[src/hw/usb_ep0_pkg.sv]
// Constants and types shared by the host endpoint 0 and bulk IN receive logic
package usb_ep0_pkg;
   localparam int         ADDR_W           = 8;
   localparam int         LIMIT_W          = 16;
   localparam int         FIFO_AW          = 4;
   localparam int         DATA_W           = 32;
   // Register byte offsets
   localparam logic [7:0] OFF_EP0_CSR      = 8'h00;
   localparam logic [7:0] OFF_EP0_LIMIT    = 8'h04;
   localparam logic [7:0] OFF_EP0_FIFO     = 8'h08;
   localparam logic [7:0] OFF_RX_CSR       = 8'h0c;
   localparam logic [7:0] OFF_RX_FIFO_SIZE = 8'h10;
   localparam logic [7:0] OFF_AUTO_REQ     = 8'h14;
   localparam logic [7:0] OFF_RX_LIMIT     = 8'h18;
   // Endpoint 0 control/status fields
   localparam int         B_RX_WAIT        = 0;
   localparam int         B_TX_LOADED      = 1;
   localparam int         B_STALL          = 2;
   localparam int         B_ERROR          = 4;
   localparam int         B_IN_REQ         = 5;
   localparam int         B_STATUS         = 6;
   localparam int         B_NAK_TO         = 7;
   localparam int         B_FLUSH          = 8;
   // Receive endpoint control/status fields, then FIFO size and auto request register fields
   localparam int         RB_RX_WAIT       = 0;
   localparam int         RB_ERROR         = 2;
   localparam int         RB_NAK_TO        = 3;
   localparam int         RB_IN_REQ        = 5;
   localparam int         RB_STALL         = 6;
   localparam int         RB_DMA_EN        = 13;
   localparam int         B_DOUBLE_BUF     = 4;
   localparam int         B_AUTO_REQ       = 0;
   // Retry figures
   localparam logic [1:0] NOREPLY_LAST     = 2'h2;
   localparam logic [15:0] LIMIT_MIN       = 16'h0002;
   localparam logic [15:0] LIMIT_RESET     = 16'h0000;

   typedef enum logic [2:0] {
      RESP_ACK   = 3'b000,
      RESP_NAK   = 3'b001,
      RESP_STALL = 3'b010,
      RESP_DATA  = 3'b011,
      RESP_NONE  = 3'b100
   } resp_t;

   typedef enum logic [2:0] {
      OUT_OK     = 3'b000,
      OUT_DATA   = 3'b001,
      OUT_STALL  = 3'b010,
      OUT_ERROR  = 3'b011,
      OUT_NAK_TO = 3'b100
   } outcome_t;

   typedef enum logic [1:0] {
      TOK_IN  = 2'b00,
      TOK_OUT = 2'b01
   } token_t;
endpackage

[src/hw/token_retry.sv]
// Token issue and retry sequencer for one host endpoint
`timescale 1ns/1ps
module token_retry import usb_ep0_pkg::*; (
   input  logic               core_clk,
   input  logic               rst_n,
   input  logic               start,
   input  logic [LIMIT_W-1:0] nak_limit,
   input  logic               frame_tick,
   input  logic               resp_valid,
   input  resp_t              resp_code,
   output logic               tok_go,
   output logic               busy,
   output logic               done,
   output outcome_t           outcome
);
   typedef enum logic [1:0] {
      ST_IDLE  = 2'b00,
      ST_ISSUE = 2'b01,
      ST_WAIT  = 2'b10
   } state_t;

   state_t             state_q;
   logic [1:0]         tries_q;
   logic               nak_seen_q;
   logic [LIMIT_W-1:0] nak_frames_q;
   logic [LIMIT_W-1:0] eff_limit;
   logic               expired;
   logic               retry;

   // Limits below the floor are raised to it; zero switches the timeout off
   assign eff_limit = (nak_limit < LIMIT_MIN) ? LIMIT_MIN : nak_limit;
   assign expired   = (nak_limit != '0) && (nak_frames_q >= eff_limit);
   assign retry     = ((resp_code == RESP_NAK) && !expired) ||
                      ((resp_code == RESP_NONE) && (tries_q != NOREPLY_LAST));
   assign tok_go    = (state_q == ST_ISSUE);
   assign busy      = (state_q != ST_IDLE);

   always_ff @(posedge core_clk or negedge rst_n) begin
      if (!rst_n) begin
         state_q <= ST_IDLE;
      end else begin
         case (state_q)
            ST_IDLE:  state_q <= start ? ST_ISSUE : ST_IDLE;
            ST_ISSUE: state_q <= ST_WAIT;
            ST_WAIT: begin
               if (resp_valid) begin
                  state_q <= retry ? ST_ISSUE : ST_IDLE;
               end
            end
            default:  state_q <= ST_IDLE;
         endcase
      end
   end

   always_ff @(posedge core_clk or negedge rst_n) begin
      if (!rst_n) begin
         tries_q <= 2'h0;
      end else if (start && !busy) begin
         tries_q <= 2'h0;
      end else if (state_q == ST_WAIT && resp_valid && resp_code == RESP_NONE) begin
         tries_q <= tries_q + 2'h1;
      end
   end

   // Frames are counted from the first NAK until the transaction ends
   always_ff @(posedge core_clk or negedge rst_n) begin
      if (!rst_n) begin
         nak_seen_q   <= 1'b0;
         nak_frames_q <= '0;
      end else if (start && !busy) begin
         nak_seen_q   <= 1'b0;
         nak_frames_q <= '0;
      end else begin
         if (state_q == ST_WAIT && resp_valid && resp_code == RESP_NAK) begin
            nak_seen_q <= 1'b1;
         end
         if (busy && nak_seen_q && frame_tick && nak_frames_q != '1) begin
            nak_frames_q <= nak_frames_q + 1'b1;
         end
      end
   end

   always_ff @(posedge core_clk or negedge rst_n) begin
      if (!rst_n) begin
         done    <= 1'b0;
         outcome <= OUT_OK;
      end else begin
         done <= (state_q == ST_WAIT) && resp_valid && !retry;
         if (state_q == ST_WAIT && resp_valid) begin
            case (resp_code)
               RESP_ACK:   outcome <= OUT_OK;
               RESP_DATA:  outcome <= OUT_DATA;
               RESP_STALL: outcome <= OUT_STALL;
               RESP_NAK:   outcome <= OUT_NAK_TO;
               default:    outcome <= OUT_ERROR;
            endcase
         end
      end
   end

   a_err_three: assert property (@(posedge core_clk) disable iff (!rst_n)
      done && outcome == OUT_ERROR |-> tries_q == 2'h3)
      else $error("error reported before three unanswered attempts");

   a_nak_expiry: assert property (@(posedge core_clk) disable iff (!rst_n)
      done && outcome == OUT_NAK_TO |-> nak_limit != '0 && nak_frames_q >= eff_limit)
      else $error("NAK timeout reported before the limit ran out");
endmodule

[src/hw/usb_host_ep0_ctrl.sv]
// Host endpoint 0 control stages and bulk IN receive endpoint, AHB-Lite registers
// Overview of operation
// - Setting IN request sends an IN token, collects data, then signals endpoint 0 event
// - Control/status shows stall bit 2, error bit 4, NAK timeout bit 7, packet bit 0
// - A STALL handshake sets the stall flag
// - Three unanswered IN tokens set the error flag
// - NAKed tokens retry until the NAK limit passes, then flag NAK timeout
// - Clearing only the NAK timeout flag resumes the same transaction
// - Setting transmit loaded sends OUT token and FIFO data, then signals event
// - Three unanswered OUT data attempts set the error flag
// - An acknowledged OUT packet leaves stall, error and timeout flags clear
// - Status plus IN request sends an IN status token and captures reply
// - Status plus transmit loaded together send OUT token and zero-length DATA1
// - Three unanswered OUT status attempts set the error flag
// - Double-buffer bit 4 lets the receive FIFO hold two packets
// - With DMA enabled, request DMA while the receive FIFO holds a packet
// - With DMA enabled, every outcome except a received data packet raises the receive endpoint event
// - Auto request with DMA sets IN request when the packet flag clears
// - NAK limit is programmable in frames with a floor of two
//
// Design decisions made here: the placing of the registers and the AHB-Lite register port.
`timescale 1ns/1ps
module usb_host_ep0_ctrl import usb_ep0_pkg::*; #(
   parameter int FIFO_DEPTH_LOG2 = FIFO_AW
) (
   input  logic              core_clk,
   input  logic              rst_n,
   input  logic              hsel,
   input  logic [31:0]       haddr,
   input  logic [1:0]        htrans,
   input  logic              hwrite,
   input  logic [2:0]        hsize,
   input  logic [31:0]       hwdata,
   input  logic              hready,
   output logic              hreadyout,
   output logic              hresp,
   output logic [31:0]       hrdata,
   input  logic              frame_tick,
   output logic              tok_go,
   output token_t            tok_kind,
   output logic              tok_rx_ep,
   output logic              tok_status_zlp,
   input  logic              resp_valid,
   input  resp_t             resp_code,
   input  logic              ep0_rx_push,
   input  logic [DATA_W-1:0] ep0_rx_word,
   input  logic              ep0_tx_pop,
   output logic [DATA_W-1:0] ep0_tx_word,
   output logic              ep0_tx_empty,
   input  logic              dma_pkt_done,
   output logic              dma_req,
   output logic              ep0_event,
   output logic              rx_ep_event
);
   localparam int DEPTH = 1 << FIFO_DEPTH_LOG2;

   function automatic logic hit(input logic [ADDR_W-1:0] a, input logic [7:0] off);
      hit = (a == off);
   endfunction

   // Bus slave state
   logic                  wr_q;
   logic [ADDR_W-1:0]     waddr_q;
   logic [31:0]           hrdata_q;
   logic                  aph;
   logic                  sw_pop;
   logic                  wr_ep0;
   logic                  wr_rx;
   // Endpoint 0 flags and limit
   logic                  rx_wait_q;
   logic                  tx_loaded_q;
   logic                  stall_q;
   logic                  err_q;
   logic                  in_req_q;
   logic                  status_q;
   logic                  nak_q;
   logic [LIMIT_W-1:0]    ep0_limit_q;
   // Receive endpoint state
   logic                  rx_in_req_q;
   logic                  rx_stall_q;
   logic                  rx_err_q;
   logic                  rx_nak_q;
   logic                  dma_en_q;
   logic                  dbl_q;
   logic                  auto_q;
   logic [1:0]            rx_cnt_q;
   logic [LIMIT_W-1:0]    rx_limit_q;
   logic                  rx_pop;
   logic                  rx_full;
   // Endpoint 0 FIFO
   logic [DATA_W-1:0]     mem [DEPTH];
   logic [FIFO_DEPTH_LOG2:0] wp_q;
   logic [FIFO_DEPTH_LOG2:0] rp_q;
   logic                  f_full;
   logic                  f_empty;
   logic                  f_push;
   logic                  f_pop;
   logic                  flush;
   // Sequencers
   logic                  owner_q;
   logic                  ep0_start;
   logic                  rx_start;
   logic                  ep0_go;
   logic                  rx_go;
   logic                  ep0_busy;
   logic                  rx_busy;
   logic                  ep0_done;
   logic                  rx_done;
   outcome_t              ep0_out;
   outcome_t              rx_out;

   assign aph       = hsel && htrans[1] && hready;
   assign hreadyout = 1'b1;
   assign hresp     = 1'b0;
   assign hrdata    = hrdata_q;
   assign sw_pop    = aph && !hwrite && hit(haddr[ADDR_W-1:0], OFF_EP0_FIFO);
   assign wr_ep0    = wr_q && hit(waddr_q, OFF_EP0_CSR);
   assign wr_rx     = wr_q && hit(waddr_q, OFF_RX_CSR);
   assign flush     = wr_ep0 && hwdata[B_FLUSH];

   always_ff @(posedge core_clk or negedge rst_n) begin
      if (!rst_n) begin
         wr_q    <= 1'b0;
         waddr_q <= '0;
      end else begin
         wr_q    <= aph && hwrite;
         waddr_q <= aph ? haddr[ADDR_W-1:0] : waddr_q;
      end
   end

   // Read data is taken in the address phase so it leaves a flop in the data phase
   always_ff @(posedge core_clk or negedge rst_n) begin
      if (!rst_n) begin
         hrdata_q <= 32'h0000_0000;
      end else if (aph && !hwrite) begin
         hrdata_q <= 32'h0000_0000;
         case (haddr[ADDR_W-1:0])
            OFF_EP0_CSR: begin
               hrdata_q[B_RX_WAIT]   <= rx_wait_q;
               hrdata_q[B_TX_LOADED] <= tx_loaded_q;
               hrdata_q[B_STALL]     <= stall_q;
               hrdata_q[B_ERROR]     <= err_q;
               hrdata_q[B_IN_REQ]    <= in_req_q;
               hrdata_q[B_STATUS]    <= status_q;
               hrdata_q[B_NAK_TO]    <= nak_q;
            end
            OFF_EP0_LIMIT:    hrdata_q[LIMIT_W-1:0] <= ep0_limit_q;
            OFF_EP0_FIFO:     hrdata_q <= f_empty ? 32'h0000_0000 : mem[rp_q[FIFO_DEPTH_LOG2-1:0]];
            OFF_RX_CSR: begin
               hrdata_q[RB_RX_WAIT] <= (rx_cnt_q != 2'h0);
               hrdata_q[RB_ERROR]   <= rx_err_q;
               hrdata_q[RB_NAK_TO]  <= rx_nak_q;
               hrdata_q[RB_IN_REQ]  <= rx_in_req_q;
               hrdata_q[RB_STALL]   <= rx_stall_q;
               hrdata_q[RB_DMA_EN]  <= dma_en_q;
            end
            OFF_RX_FIFO_SIZE: hrdata_q[B_DOUBLE_BUF] <= dbl_q;
            OFF_AUTO_REQ:     hrdata_q[B_AUTO_REQ] <= auto_q;
            OFF_RX_LIMIT:     hrdata_q[LIMIT_W-1:0] <= rx_limit_q;
            default:          hrdata_q <= 32'h0000_0000;
         endcase
      end
   end

   always_ff @(posedge core_clk or negedge rst_n) begin
      if (!rst_n) begin
         ep0_limit_q <= LIMIT_RESET;
         rx_limit_q  <= LIMIT_RESET;
         dbl_q       <= 1'b0;
         auto_q      <= 1'b0;
      end else if (wr_q) begin
         if (hit(waddr_q, OFF_EP0_LIMIT)) ep0_limit_q <= hwdata[LIMIT_W-1:0];
         if (hit(waddr_q, OFF_RX_LIMIT)) rx_limit_q <= hwdata[LIMIT_W-1:0];
         if (hit(waddr_q, OFF_RX_FIFO_SIZE)) dbl_q <= hwdata[B_DOUBLE_BUF];
         if (hit(waddr_q, OFF_AUTO_REQ)) auto_q <= hwdata[B_AUTO_REQ];
      end
   end

   // Endpoint 0 FIFO; the link side has priority when both sides push in one cycle
   assign f_full       = (wp_q[FIFO_DEPTH_LOG2] != rp_q[FIFO_DEPTH_LOG2]) &&
                         (wp_q[FIFO_DEPTH_LOG2-1:0] == rp_q[FIFO_DEPTH_LOG2-1:0]);
   assign f_empty      = (wp_q == rp_q);
   assign f_push       = (ep0_rx_push || (wr_q && hit(waddr_q, OFF_EP0_FIFO))) && !f_full;
   assign f_pop        = (ep0_tx_pop || sw_pop) && !f_empty;
   assign ep0_tx_word  = mem[rp_q[FIFO_DEPTH_LOG2-1:0]];
   assign ep0_tx_empty = f_empty;

   always_ff @(posedge core_clk) begin
      if (f_push) begin
         mem[wp_q[FIFO_DEPTH_LOG2-1:0]] <= ep0_rx_push ? ep0_rx_word : hwdata;
      end
   end

   always_ff @(posedge core_clk or negedge rst_n) begin
      if (!rst_n) begin
         wp_q <= '0;
         rp_q <= '0;
      end else if (flush) begin
         wp_q <= '0;
         rp_q <= '0;
      end else begin
         if (f_push) wp_q <= wp_q + 1'b1;
         if (f_pop) rp_q <= rp_q + 1'b1;
      end
   end

   // Endpoint 0 flags: a write applies first, an outcome overrides it in the same cycle
   always_ff @(posedge core_clk or negedge rst_n) begin
      if (!rst_n) begin
         rx_wait_q   <= 1'b0;
         tx_loaded_q <= 1'b0;
         stall_q     <= 1'b0;
         err_q       <= 1'b0;
         in_req_q    <= 1'b0;
         status_q    <= 1'b0;
         nak_q       <= 1'b0;
      end else begin
         if (wr_ep0) begin
            rx_wait_q   <= rx_wait_q & hwdata[B_RX_WAIT];
            tx_loaded_q <= hwdata[B_TX_LOADED] | (tx_loaded_q & !flush);
            stall_q     <= stall_q & hwdata[B_STALL];
            err_q       <= err_q & hwdata[B_ERROR];
            in_req_q    <= hwdata[B_IN_REQ];
            status_q    <= hwdata[B_STATUS];
            nak_q       <= nak_q & hwdata[B_NAK_TO];
         end
         if (ep0_done) begin
            if (ep0_out != OUT_NAK_TO) begin
               in_req_q    <= 1'b0;
               tx_loaded_q <= 1'b0;
               status_q    <= 1'b0;
            end
            case (ep0_out)
               OUT_OK: begin
                  stall_q <= 1'b0;
                  err_q   <= 1'b0;
                  nak_q   <= 1'b0;
               end
               OUT_DATA:   rx_wait_q <= 1'b1;
               OUT_STALL:  stall_q <= 1'b1;
               OUT_ERROR:  err_q <= 1'b1;
               OUT_NAK_TO: nak_q <= 1'b1;
               default:    nak_q <= nak_q;
            endcase
         end
      end
   end

   // Receive endpoint: a packet slot is freed by software or by the DMA engine
   assign rx_pop  = ((wr_rx && !hwdata[RB_RX_WAIT]) || dma_pkt_done) && (rx_cnt_q != 2'h0);
   assign rx_full = rx_cnt_q >= (dbl_q ? 2'h2 : 2'h1);

   always_ff @(posedge core_clk or negedge rst_n) begin
      if (!rst_n) begin
         rx_cnt_q <= 2'h0;
      end else begin
         case ({rx_done && rx_out == OUT_DATA, rx_pop})
            2'b10:   rx_cnt_q <= rx_cnt_q + 2'h1;
            2'b01:   rx_cnt_q <= rx_cnt_q - 2'h1;
            default: rx_cnt_q <= rx_cnt_q;
         endcase
      end
   end

   always_ff @(posedge core_clk or negedge rst_n) begin
      if (!rst_n) begin
         rx_in_req_q <= 1'b0;
         rx_stall_q  <= 1'b0;
         rx_err_q    <= 1'b0;
         rx_nak_q    <= 1'b0;
         dma_en_q    <= 1'b0;
      end else begin
         if (wr_rx) begin
            rx_in_req_q <= hwdata[RB_IN_REQ];
            rx_stall_q  <= rx_stall_q & hwdata[RB_STALL];
            rx_err_q    <= rx_err_q & hwdata[RB_ERROR];
            rx_nak_q    <= rx_nak_q & hwdata[RB_NAK_TO];
            dma_en_q    <= hwdata[RB_DMA_EN];
         end
         if (rx_pop && auto_q && dma_en_q) begin
            rx_in_req_q <= 1'b1;
         end
         if (rx_done) begin
            if (rx_out != OUT_NAK_TO) rx_in_req_q <= 1'b0;
            if (rx_out == OUT_STALL) rx_stall_q <= 1'b1;
            if (rx_out == OUT_ERROR) rx_err_q <= 1'b1;
            if (rx_out == OUT_NAK_TO) rx_nak_q <= 1'b1;
         end
      end
   end

   assign dma_req = dma_en_q && (rx_cnt_q != 2'h0);

   // One token at a time on the link; endpoint 0 wins a tie. A request restarts
   // on its own once the timeout flag is cleared, so clearing the request first aborts.
   assign ep0_start = (in_req_q || tx_loaded_q) && !nak_q && !ep0_busy && !rx_busy && !ep0_done;
   assign rx_start  = rx_in_req_q && !rx_nak_q && !rx_full && !ep0_busy && !rx_busy && !ep0_start && !rx_done;

   always_ff @(posedge core_clk or negedge rst_n) begin
      if (!rst_n) begin
         owner_q <= 1'b0;
      end else if (ep0_start) begin
         owner_q <= 1'b0;
      end else if (rx_start) begin
         owner_q <= 1'b1;
      end
   end

   token_retry u_ep0_retry (
      .core_clk   (core_clk),
      .rst_n      (rst_n),
      .start      (ep0_start),
      .nak_limit  (ep0_limit_q),
      .frame_tick (frame_tick),
      .resp_valid (resp_valid && !owner_q),
      .resp_code  (resp_code),
      .tok_go     (ep0_go),
      .busy       (ep0_busy),
      .done       (ep0_done),
      .outcome    (ep0_out)
   );

   token_retry u_rx_retry (
      .core_clk   (core_clk),
      .rst_n      (rst_n),
      .start      (rx_start),
      .nak_limit  (rx_limit_q),
      .frame_tick (frame_tick),
      .resp_valid (resp_valid && owner_q),
      .resp_code  (resp_code),
      .tok_go     (rx_go),
      .busy       (rx_busy),
      .done       (rx_done),
      .outcome    (rx_out)
   );

   assign tok_go         = ep0_go || rx_go;
   assign tok_rx_ep      = owner_q;
   assign tok_kind       = (!owner_q && tx_loaded_q) ? TOK_OUT : TOK_IN;
   assign tok_status_zlp = !owner_q && tx_loaded_q && status_q;

   always_ff @(posedge core_clk or negedge rst_n) begin
      if (!rst_n) begin
         ep0_event   <= 1'b0;
         rx_ep_event <= 1'b0;
      end else begin
         ep0_event   <= ep0_done;
         rx_ep_event <= rx_done && !(dma_en_q && rx_out == OUT_DATA);
      end
   end

   a_stall_flag: assert property (@(posedge core_clk) disable iff (!rst_n)
      ep0_done && ep0_out == OUT_STALL |=> stall_q && !in_req_q && !tx_loaded_q)
      else $error("STALL outcome did not set the stall flag");

   a_ep0_event: assert property (@(posedge core_clk) disable iff (!rst_n)
      $fell(ep0_busy) |=> ep0_event)
      else $error("endpoint 0 sequence ended without an event");

   a_ack_clean: assert property (@(posedge core_clk) disable iff (!rst_n)
      ep0_done && ep0_out == OUT_OK |=> !stall_q && !err_q && !nak_q && ep0_event)
      else $error("acknowledged packet left an outcome flag set");

   a_dma_req: assert property (@(posedge core_clk) disable iff (!rst_n)
      dma_en_q && rx_done && rx_out == OUT_DATA |=> dma_req)
      else $error("stored packet raised no DMA request");

   a_dma_quiet: assert property (@(posedge core_clk) disable iff (!rst_n)
      rx_done && rx_out == OUT_DATA && dma_en_q |=> !rx_ep_event)
      else $error("event raised for a DMA packet reception");

   a_auto_req: assert property (@(posedge core_clk) disable iff (!rst_n)
      rx_pop && auto_q && dma_en_q && !rx_done |=> rx_in_req_q)
      else $error("auto request did not set IN request");

   a_rx_capacity: assert property (@(posedge core_clk) disable iff (!rst_n)
      rx_done && rx_out == OUT_DATA |-> rx_cnt_q < (dbl_q ? 2'h2 : 2'h1))
      else $error("packet stored with receive FIFO full");

   a_nak_hold: assert property (@(posedge core_clk) disable iff (!rst_n)
      $fell(nak_q) && (in_req_q || tx_loaded_q) && !rx_busy |=> ep0_busy)
      else $error("cleared timeout did not resume the transaction");
endmodule

[config.mk]
export PLATFORM = sky130hd
export DESIGN_NAME = usb_host_ep0_ctrl
export DESIGN_NICKNAME = d
export VERILOG_FILES = /design/src/hw/usb_ep0_pkg.sv /design/src/hw/token_retry.sv /design/src/hw/usb_host_ep0_ctrl.sv
export SDC_FILE = /design/constraint.sdc
export NUM_CORES = 1
export LEC_CHECK = 0
export ABC_AREA = 0
export BUFFER_PORTS_ARGS = -buffer_cell sky130_fd_sc_hd__buf_2
export CORE_MARGIN = 1
export CORE_UTILIZATION = 50
export DETAILED_ROUTE_END_ITERATION = 6
export HOLD_SLACK_MARGIN = 0.08
export PLACE_DENSITY_LB_ADDON = 0.3
export SETUP_SLACK_MARGIN = 0.1
export SLEW_MARGIN = 20
export SYNTH_ARGS = -nofsm -noshare
export SYNTH_HDL_FRONTEND = slang
export SYNTH_SLANG_ARGS = --single-unit
export TNS_END_PERCENT = 30
[constraint.sdc]
create_clock -name core_clk -period 12 [get_ports core_clk]
set_clock_uncertainty 0.15 [all_clocks]
set_input_delay 1.8 -clock core_clk [delete_from_list [all_inputs] [get_ports core_clk]]
set_output_delay 1.8 -clock core_clk [all_outputs]
set_load 0.02 [all_outputs]
==> impl_metrics.tcl, run 1 <==
set metrics [dict create \
    hold_start "hrdata[2]" \
    hold_path.class "reg2reg" \
    vias_per_cell 6.29 \
    netSwitchingFraction 0.318 \
    fin_cells 2584 \
    grt_pass1_wl_mm 101 \
    gr-usage-met3 0.0459 \
    setup_ws_ns 6.21 \
    drc_errors 0 \
    maxCapViolCount 0 \
    timing.fmax_mhz 173 \
    cts_tree "yes" \
    track_usage 0.248 \
    period_share 0.483 \
    synth_area_per_cell_um2 16.7 \
    wire_per_inst_um 26.6 \
    synth_edf_count 512 \
    relSlewSlack 0.219 \
    synth-seq-cells 664 \
    post-synth-top-count-cell "edfxtp_1" \
    vias 16251 \
    syn_area_mm2 0.0277 \
    syn_inst 1657 \
    multi_input_area_mm2 0.00805 \
    finalSetupTns_ns 0 \
    internal-power_mw 4.66 \
    grt.overflow.total 0 \
    clock_latency_ns 0.62 \
    r2r_end "mem[2][5]" \
    area_growth_syn_to_layout_pct 13.9 \
    yosys.area.top_type "edfxtp_1" \
    grtUsageMet2 0.397 \
    timing.final.max_slew_violations 0 \
    synth.area.top_cells "edfxtp_1, dfrtp_1, mux4_2" \
    synth_flop_cell "edfxtp_1" \
    synth_top_cell_area_share 0.555 \
    fill_cells 4091 \
    nets 1993 \
    power_switching_mw 2.18 \
    async_reset_ff_frac 0.229 \
    critical_path_peak_fanout 49 \
    p_per_area_mw_per_mm2 217 \
    setup_violations 0 \
    p_comb_frac 0.269 \
    synth_common_cells "edfxtp_1, dfrtp_1, mux4_2" \
    arrival_ns 3.84 \
    fin_util 0.582 \
    p_seq_frac 0.421 \
    critPathRequiredTime_ns 10.05 \
    layout-drive-gt1-share 0.269 \
    worst_pin_slew_ns 1.17 \
    grt_use_met1 0.341 \
    dp_cells 2459 \
    ctsHoldBuffers 0 \
    initial_core_util 0.511 \
    first_global_vias 16200 \
    final-hold-violation-count 0 \
    drt_iter0_drc 1377 \
    cts_buffers 69 \
    worstSetupPathType "reg2out" \
    layout_min_cycle_time_ns 5.79 \
    rows 85 \
    cts_buffer_depth 3 \
    core_area_mm2 0.0542 \
    clkTransAtPathRegs_ns 0.06 \
    r2r_cells 6 \
    port_buffers 157 \
    synthDistinctLibCells 71 \
    vdd.ir_drop.worst_uv 146 \
    drt-total-wl_mm 68.8 \
    rrSetupSlack_ns 7.85 \
    post-place-ws_ns 6.75 \
    r2r_start "rp_q[1]" \
    htreeDepth 3 \
    cts_setup_buffers 0 \
    postRouteAntennaNets 0 \
    hold_ws_ns 0.324 \
    cts_num_sinks 664 \
    synth_warnings 0 \
    grt_busiest_layer "met2" \
    cts_resized 0 \
    dr.pass1.iters 6 \
    run_status "finished clean" \
    critPathLaunchType "flip-flop" \
    ys_seq_area_frac 0.693 \
    whs_path_depth 2 \
    dp_hpwl_mm 39.5 \
    die_y_um 237 \
    gp_congestion 0.924 \
    die_x_um 237 \
    grt_setup_unrepaired "false" \
    clockPowerShare 0.310 \
    cts-root-buf "clkbuf_16" \
    io_pins 189 \
    whs_endpoint "hrdata[2]" \
    grt_max_degree 78 \
    cp-end-kind "output pin" \
    die_area_mm2 0.0563 \
    antenna_found_initial 1 \
    seq_area_mm2 0.0192 \
    p_leak_nw 11.4 \
    antenna_cells 0 \
]
layout by cell type (no fill, tap or decap), types with 5 or more instances in the layout:
master | netlist | final
nor2_1 | 99 | 99
nand2b_1 | 13 | 10
a21oi_1 | 34 | 34
bufinv_16 | 0 | 5
buf_2 | 14 | 156
inv_1 | 47 | 47
clkbuf_16 | 0 | 71
nor3_1 | 11 | 10
buf_4 | 16 | 28
dfrtp_1 | 152 | 149
mux4_2 | 129 | 129
and3_1 | 10 | 10
mux2i_1 | 17 | 17
nand2_1 | 80 | 80
clkbuf_1 | 43 | 11
a221o_1 | 5 | 5
o2bb2ai_1 | 7 | 7
clkinv_1 | 0 | 14
and2_1 | 5 | 5
xnor2_1 | 19 | 19
or3_1 | 6 | 6
ha_1 | 44 | 44
nand4_1 | 23 | 23
nor4_1 | 10 | 10
nand3_1 | 23 | 23
edfxtp_1 | 512 | 512
a221oi_1 | 11 | 11
o22ai_1 | 62 | 62
o21ai_0 | 53 | 53
mux2_2 | 56 | 56
a211oi_1 | 10 | 9
nor2b_1 | 11 | 11
a22o_1 | 19 | 19
xor2_1 | 11 | 11
and4_1 | 10 | 7
clkinv_2 | 0 | 13
cells by family after synthesis:
group,Yosys count,share of synthesized area
AOI/OAI and AO/OA,245,0.0589
xor gates and xnor gates,30,0.00949
adders and majority gates,44,0.0199
buffers and inverters,127,0.0201
DFF,664,0.693
muxes,203,0.134
other,2,0.000271
and+or+nand+nor,342,0.0645
area by class of cell:
| class | instances | area share |
|---|---|---|
| sequential | 664 | 0.608 |
| multi-input combinational | 867 | 0.255 |
| clock buffer | 84 | 0.0585 |
| timing repair buffer | 186 | 0.0326 |
| tap | 696 | 0.0276 |
| clock inverter | 40 | 0.0123 |
| inverter | 47 | 0.00559 |
layer usage:
metal  wire [um]  up-vias
met3        4990      142
met4        2100        0
met1       28700     8457
met2       33000      719
li1            -     6933
met5           0        -
power by group through the flow:
stage	registers (mW)	clock network [mW]	logic, mW
after global placement	2.91	0	1.82
after CTS	2.88	2.15	1.85
after floorplan	2.83	0	1.31
final	2.88	2.12	1.84
after detailed placement	2.93	0	1.84
after global routing	2.91	2.24	1.95
critical path, cell delays in order (launching register included):
cell and delay [ns]:
dfrtp_4 0.87, buf_4 0.86, mux4_2 0.40, o22ai_1 0.09, nor2_1 0.63, buf_2 0.29
how the worst max path moves through the flow:
stage	endpoint	cells past startpoint	start	slack, ns
final	ep0_tx_word[3]	5	rp_q[0]	6.21
after global routing	ep0_tx_word[3]	5	rp_q[0]	5.96
after CTS	ep0_tx_word[3]	5	rp_q[0]	6.15
after detailed placement	mem[2][14]	6	ep0_rx_push	6.75
after global placement	ep0_tx_word[1]	5	rp_q[0]	6.82
after floorplan	mem[3][0]	4	ep0_rx_push	5.85
sequential cells by signal, indices dropped and copies added (netlist names), 5 cells and up:
name and flops:
ep0_limit_q 16, hrdata 32, mem 512, rp_q 5
rx_limit_q 16, u_ep0_retry.nak_frames_q 16, u_rx_retry.nak_frames_q 16, waddr_q 8
wp_q 5
per-stage QoR:
| stage | cell area [um^2] | total power [mW] |
|---|---|---|
| floorplan | 27700 | 4.14 |
| global placement | 29300 | 4.73 |
| detailed placement | 29300 | 4.77 |
| CTS | 31500 | 6.88 |
| global route | 31600 | 7.09 |
| finish | 31600 | 6.84 |
Note: power is estimated with default switching activity, not from simulation.
==> run 2, diff against run 1 <==
--- a/config.mk
+++ b/config.mk
@@ -5,7 +5,7 @@
 export SDC_FILE = /design/constraint.sdc
 export NUM_CORES = 1
 export LEC_CHECK = 0
-export ABC_AREA = 0
+export ABC_AREA = 1
 export BUFFER_PORTS_ARGS = -buffer_cell sky130_fd_sc_hd__buf_2
 export CORE_MARGIN = 1
 export CORE_UTILIZATION = 50
==> constraint.sdc (replaced) <==
create_clock -name core_clk -period 5.2 [get_ports core_clk]
set_clock_uncertainty 0.15 [all_clocks]
set_input_delay 0.78 -clock core_clk [delete_from_list [all_inputs] [get_ports core_clk]]
set_output_delay 0.78 -clock core_clk [all_outputs]
set_load 0.02 [all_outputs]
==> impl_metrics.tcl, run 2 <==
set metrics [dict create \
    cts_resized 0 \
    layout_min_cycle_time_ns 4.24 \
    internal-power_mw 10.3 \
    cp_cell_sequence "inv_6, buf_12, o21ai_0, o221ai_1, nand3_1, nand3_1, buf_2" \
    drt-total-wl_mm 75.6 \
    gr-usage-met3 0.0423 \
    grt_pass1_wl_mm 115 \
    nets 2901 \
    critical_path_peak_fanout 97 \
    grtUsageMet2 0.418 \
    synth_common_cells "edfxtp_1, nor2_1, nand2_1" \
    run_status "finished clean" \
    area_growth_syn_to_layout_pct 13.3 \
    syn_inst 2592 \
    gp_congestion 0.912 \
    placed_cell_area_mm2 0.0302 \
    cp_common_cell "nand3_1" \
    r2r_cells 9 \
    period_share 0.815 \
    timing.final.max_slew_violations 0 \
    grt_max_degree 131 \
    cts_setup_buffers 0 \
    grt_use_met1 0.378 \
    synth_warnings 0 \
    htreeDepth 3 \
    core_area_mm2 0.0564 \
    r2r_start "rp_q[0]" \
    netSwitchingFraction 0.365 \
    largest_register_ffs 512 \
    port_buffers 157 \
    grt.overflow.total 0 \
    die_x_um 241 \
    dr.pass1.iters 5 \
    first_global_vias 19786 \
    p_comb_frac 0.304 \
    yosys.area.top_type "edfxtp_1" \
    final_common_cell "edfxtp_1" \
    cts_num_sinks 664 \
    design_area_mm2 0.0323 \
    clkTransAtPathRegs_ns 0.06 \
    drc_errors 0 \
    die_area_mm2 0.0580 \
    rrSetupSlack_ns 1.48 \
    worst_pin_slew_ns 1.00 \
    cts-root-buf "clkbuf_16" \
    hold_path.class "in2async" \
    relSlewSlack 0.332 \
    vias 20663 \
    drt_iter0_drc 2001 \
    timing.fmax_mhz 236 \
    initial_core_util 0.506 \
    slowest_stage "dfrtp_4" \
    grt_busiest_layer "met2" \
    path_buf_inv 3 \
    setup_violations 0 \
    synth_area_per_cell_um2 11.0 \
    maxCapViolCount 0 \
    synth_top_cell_area_share 0.539 \
    synth_flop_cell "edfxtp_1" \
    ctsHoldBuffers 0 \
    final-hold-violation-count 0 \
    synthDistinctLibCells 51 \
    synth_edf_count 512 \
    grt_setup_unrepaired "false" \
    wire_per_inst_um 21.3 \
    die_y_um 241 \
    cts_buffer_depth 3 \
    synth-seq-cells 664 \
    r2r_end "mem[2][2]" \
    p_leak_nw 12.8 \
    post-synth-top-count-cell "edfxtp_1" \
    io_pins 189 \
    max_stage_delay_ns 0.68 \
    arrival_ns 3.31 \
    vdd.ir_drop.worst_uv 373 \
    clock_latency_ns 0.61 \
    layout-drive-gt1-share 0.124 \
    p_seq_frac 0.404 \
    finalSetupTns_ns 0 \
    setup_ws_ns 0.960 \
    syn_area_mm2 0.0285 \
    cts_buffers 68 \
    async_reset_ff_frac 0.229 \
    ys_seq_area_frac 0.672 \
    antenna_found_initial 0 \
    critPathRequiredTime_ns 4.27 \
    worstSetupPathType "reg2out" \
    postRouteAntennaNets 0 \
    path_delay_family "buffers and inverters" \
    rows 87 \
    p_per_area_mw_per_mm2 503 \
    clockPowerShare 0.292 \
    track_usage 0.265 \
    vias_per_cell 5.82 \
    dp_hpwl_mm 46.8 \
    antenna_cells 0 \
    layout_common_cells "edfxtp_1, nor2_1, nand2_1, o21ai_0, inv_1" \
    cts_tree "yes" \
    post-place-ws_ns 1.34 \
    critPathLaunchType "flip-flop" \
    synth.area.top_cells "edfxtp_1, dfrtp_1, o21ai_0" \
    power_switching_mw 5.94 \
    cp-end-kind "output pin" \
]
run 2: logic make-up after synthesis:
| logic type | after synthesis | share of synthesized area |
|---|---|---|
| buf+inv | 295 | 0.0444 |
| flops | 664 | 0.672 |
| simple gates | 944 | 0.135 |
| xor+xnor | 15 | 0.00460 |
| compound gates | 628 | 0.124 |
| other cells | 2 | 0.000263 |
| fa+ha+maj | 44 | 0.0193 |
run 2: final cells by class:
class	count	area [um^2]
sequential	664	19200
multi-input combinational	1634	8220
clock buffer	90	1830
inverter	167	632
tap	756	946
fill	4674	24100
timing repair buffer	208	1210
clock inverter	29	304
run 2: stage by stage:
stage | std cells | utilization | hold slack (ns) | total power, mW
after global placement | 3429 | 0.535 | 0.293 | 11.5
after detailed placement | 3429 | 0.535 | 0.285 | 11.6
after global routing | 3548 | 0.573 | 0.141 | 17.0
after floorplan | 2593 | - | 0.225 | 9.81
final | 3548 | 0.573 | 0.0945 | 16.3
after CTS | 3548 | 0.573 | 0.116 | 16.3
run 2: power by group through the flow:
stage                     Combinational (mW)  Clock, mW  Sequential (mW)
after floorplan                         3.33          0             6.48
after global placement                  4.79          0             6.67
after detailed placement                4.89          0             6.68
after CTS                               4.92       4.80             6.58
after global routing                    5.36       5.01             6.62
final                                   4.95       4.75             6.58
run 2: metal layers:
| metal | vias to the layer above | part of all wire |
|---|---|---|
| li1 | 9442 | - |
| met1 | 10196 | 0.42 |
| met2 | 898 | 0.47 |
| met3 | 127 | 0.084 |
| met4 | 0 | 0.025 |
| met5 | - | 0 |
run 2: worst max path at each step:
stage / slack, ns / from / depth (start not counted) / endpoint
floorplan: 1.95 / ep0_rx_push / 6 / mem[15][0]
global placement: 1.45 / ep0_rx_push / 8 / mem[2][5]
detailed placement: 1.34 / ep0_rx_push / 8 / mem[2][2]
CTS: 1.01 / rp_q[0] / 7 / ep0_tx_word[22]
global route: 0.82 / rp_q[0] / 7 / ep0_tx_word[22]
finish: 0.96 / rp_q[0] / 7 / ep0_tx_word[31]
==> run 3, diff against run 2 <==
==> constraint.sdc (replaced) <==
create_clock -name core_clk -period 3.7 [get_ports core_clk]
set_clock_uncertainty 0.15 [all_clocks]
set_input_delay 0.555 -clock core_clk [delete_from_list [all_inputs] [get_ports core_clk]]
set_output_delay 0.555 -clock core_clk [all_outputs]
set_load 0.02 [all_outputs]
==> impl_metrics.tcl, run 3 (synthesized netlist as in run 2, its figures left out) <==
set metrics [dict create \
    run_status "finished clean" \
    maxCapViolCount 0 \
    dp_hpwl_mm 46.9 \
    initial_core_util 0.506 \
    gp_congestion 0.937 \
    vdd.ir_drop.worst_uv 524 \
    setup_ws_ns 0.195 \
    first_global_vias 19500 \
    rrSetupSlack_ns 0.49 \
    layout_min_cycle_time_ns 3.50 \
    die_y_um 241 \
    timing.final.max_slew_violations 0 \
    finalSetupTns_ns 0 \
    r2r_end "mem[7][27]" \
    worst_pin_slew_ns 1.09 \
    p_per_area_mw_per_mm2 708 \
    vias 20713 \
    grt.overflow.total 0 \
    period_share 0.947 \
    whs_path_depth 3 \
    clkTransAtPathRegs_ns 0.06 \
    fill_cells 4654 \
    area_growth_syn_to_layout_pct 14.8 \
    worstSetupPathType "reg2out" \
    grt_max_degree 121 \
    relSlewSlack 0.271 \
    largest_register_ffs 512 \
    p_leak_nw 13.0 \
    cts_tree "yes" \
    r2r_start "waddr_q[7]" \
    drt-total-wl_mm 75.5 \
    setup_violations 0 \
    die_area_mm2 0.0580 \
    post-place-ws_ns 0.440 \
    critPathLaunchType "flip-flop" \
    hold_start "haddr[4]" \
    dr.pass1.iters 6 \
    critical_path_peak_fanout 58 \
    grt_pass1_wl_mm 114 \
    layout-drive-gt1-share 0.130 \
    wire_per_inst_um 21.1 \
    postRouteAntennaNets 0 \
    vias_per_cell 5.79 \
    cts_num_sinks 664 \
    power_mw 23.2 \
    critPathRequiredTime_ns 2.99 \
    layout_common_cells "edfxtp_1, nor2_1, nand2_1, o21ai_0, inv_1" \
    io_pins 189 \
    htreeDepth 3 \
    die_x_um 241 \
    nets 2924 \
    clock_latency_ns 0.61 \
    final_common_cell "edfxtp_1" \
    cts-root-buf "clkbuf_16" \
    antenna_cells 0 \
    port_buffers 157 \
    hold_ws_ns 0.104 \
    cts_buffers 68 \
    cts_buffer_depth 3 \
    track_usage 0.262 \
    cp-startpoint "rp_q[0]" \
    hold_path.class "in2reg" \
    drc_errors 0 \
    drt_iter0_drc 2119 \
    arrival_ns 2.80 \
    antenna_found_initial 0 \
    timing.fmax_mhz 285 \
    rows 87 \
    r2r_cells 9 \
    grt_setup_unrepaired "true" \
    core_area_mm2 0.0564 \
    fin_util 0.581 \
    final-hold-violation-count 0 \
    endpoint "ep0_tx_word[9]" \
    cp-end-kind "output pin" \
]
-- run 3: worst min-delay path by stage --
stage | to | slack (ns)
final | waddr_q[4] | 0.10
after CTS | waddr_q[4] | 0.08
after global placement | rx_stall_q | 0.29
after floorplan | auto_q | 0.11
after detailed placement | ep0_event | 0.30
after global routing | waddr_q[4] | 0.11
-- run 3: report_power, final --
group	switching, mW	internal, mW
clock	2.85	3.90
combinational	5.34	2.07
sequential	0.253	8.78
-- run 3: final cells by class --
cell class                 count  area (um^2)  area share
clock buffer                  95         1910      0.0582
inverter                     167          632      0.0193
multi-input combinational   1634         8220       0.251
sequential                   664        19200       0.586
clock inverter                28          273     0.00833
timing repair buffer         231         1580      0.0484
tap                          756          946      0.0289
-- run 3: what timing repair did --
action | in CTS | in global routing
hold endpoints to repair | 88 | 0
hold buffers | 7 | 0
buffers inserted | 0 | 0
endpoints found under the setup margin | 0 | 8
gates resized for setup | 0 | 4
-- run 3: stage by stage --
step	instances	cell area, um^2
floorplan	2593	28500
global placement	3443	30400
detailed placement	3443	30400
CTS	3573	32700
global route	3575	32800
finish	3575	32800
-- run 3: routing by layer --
metal | share of wire | vias up | wire [um] | global-route usage
met5 | 0 | - | 0 | 0
met4 | 0.027 | 0 | 2010 | 0.0942
met3 | 0.089 | 128 | 6750 | 0.0404
met2 | 0.45 | 918 | 34300 | 0.397
met1 | 0.43 | 10178 | 32400 | 0.385
li1 | - | 9489 | - | -
-- run 3: worst max-delay path, stage by stage, from the launching register on --
cell and delay [ns]:
dfrtp_4 0.57, inv_6 0.12, buf_4 0.49, o21ai_0 0.22
o211ai_1 0.14, nand3_1 0.13, nand3_1 0.25, buf_2 0.23
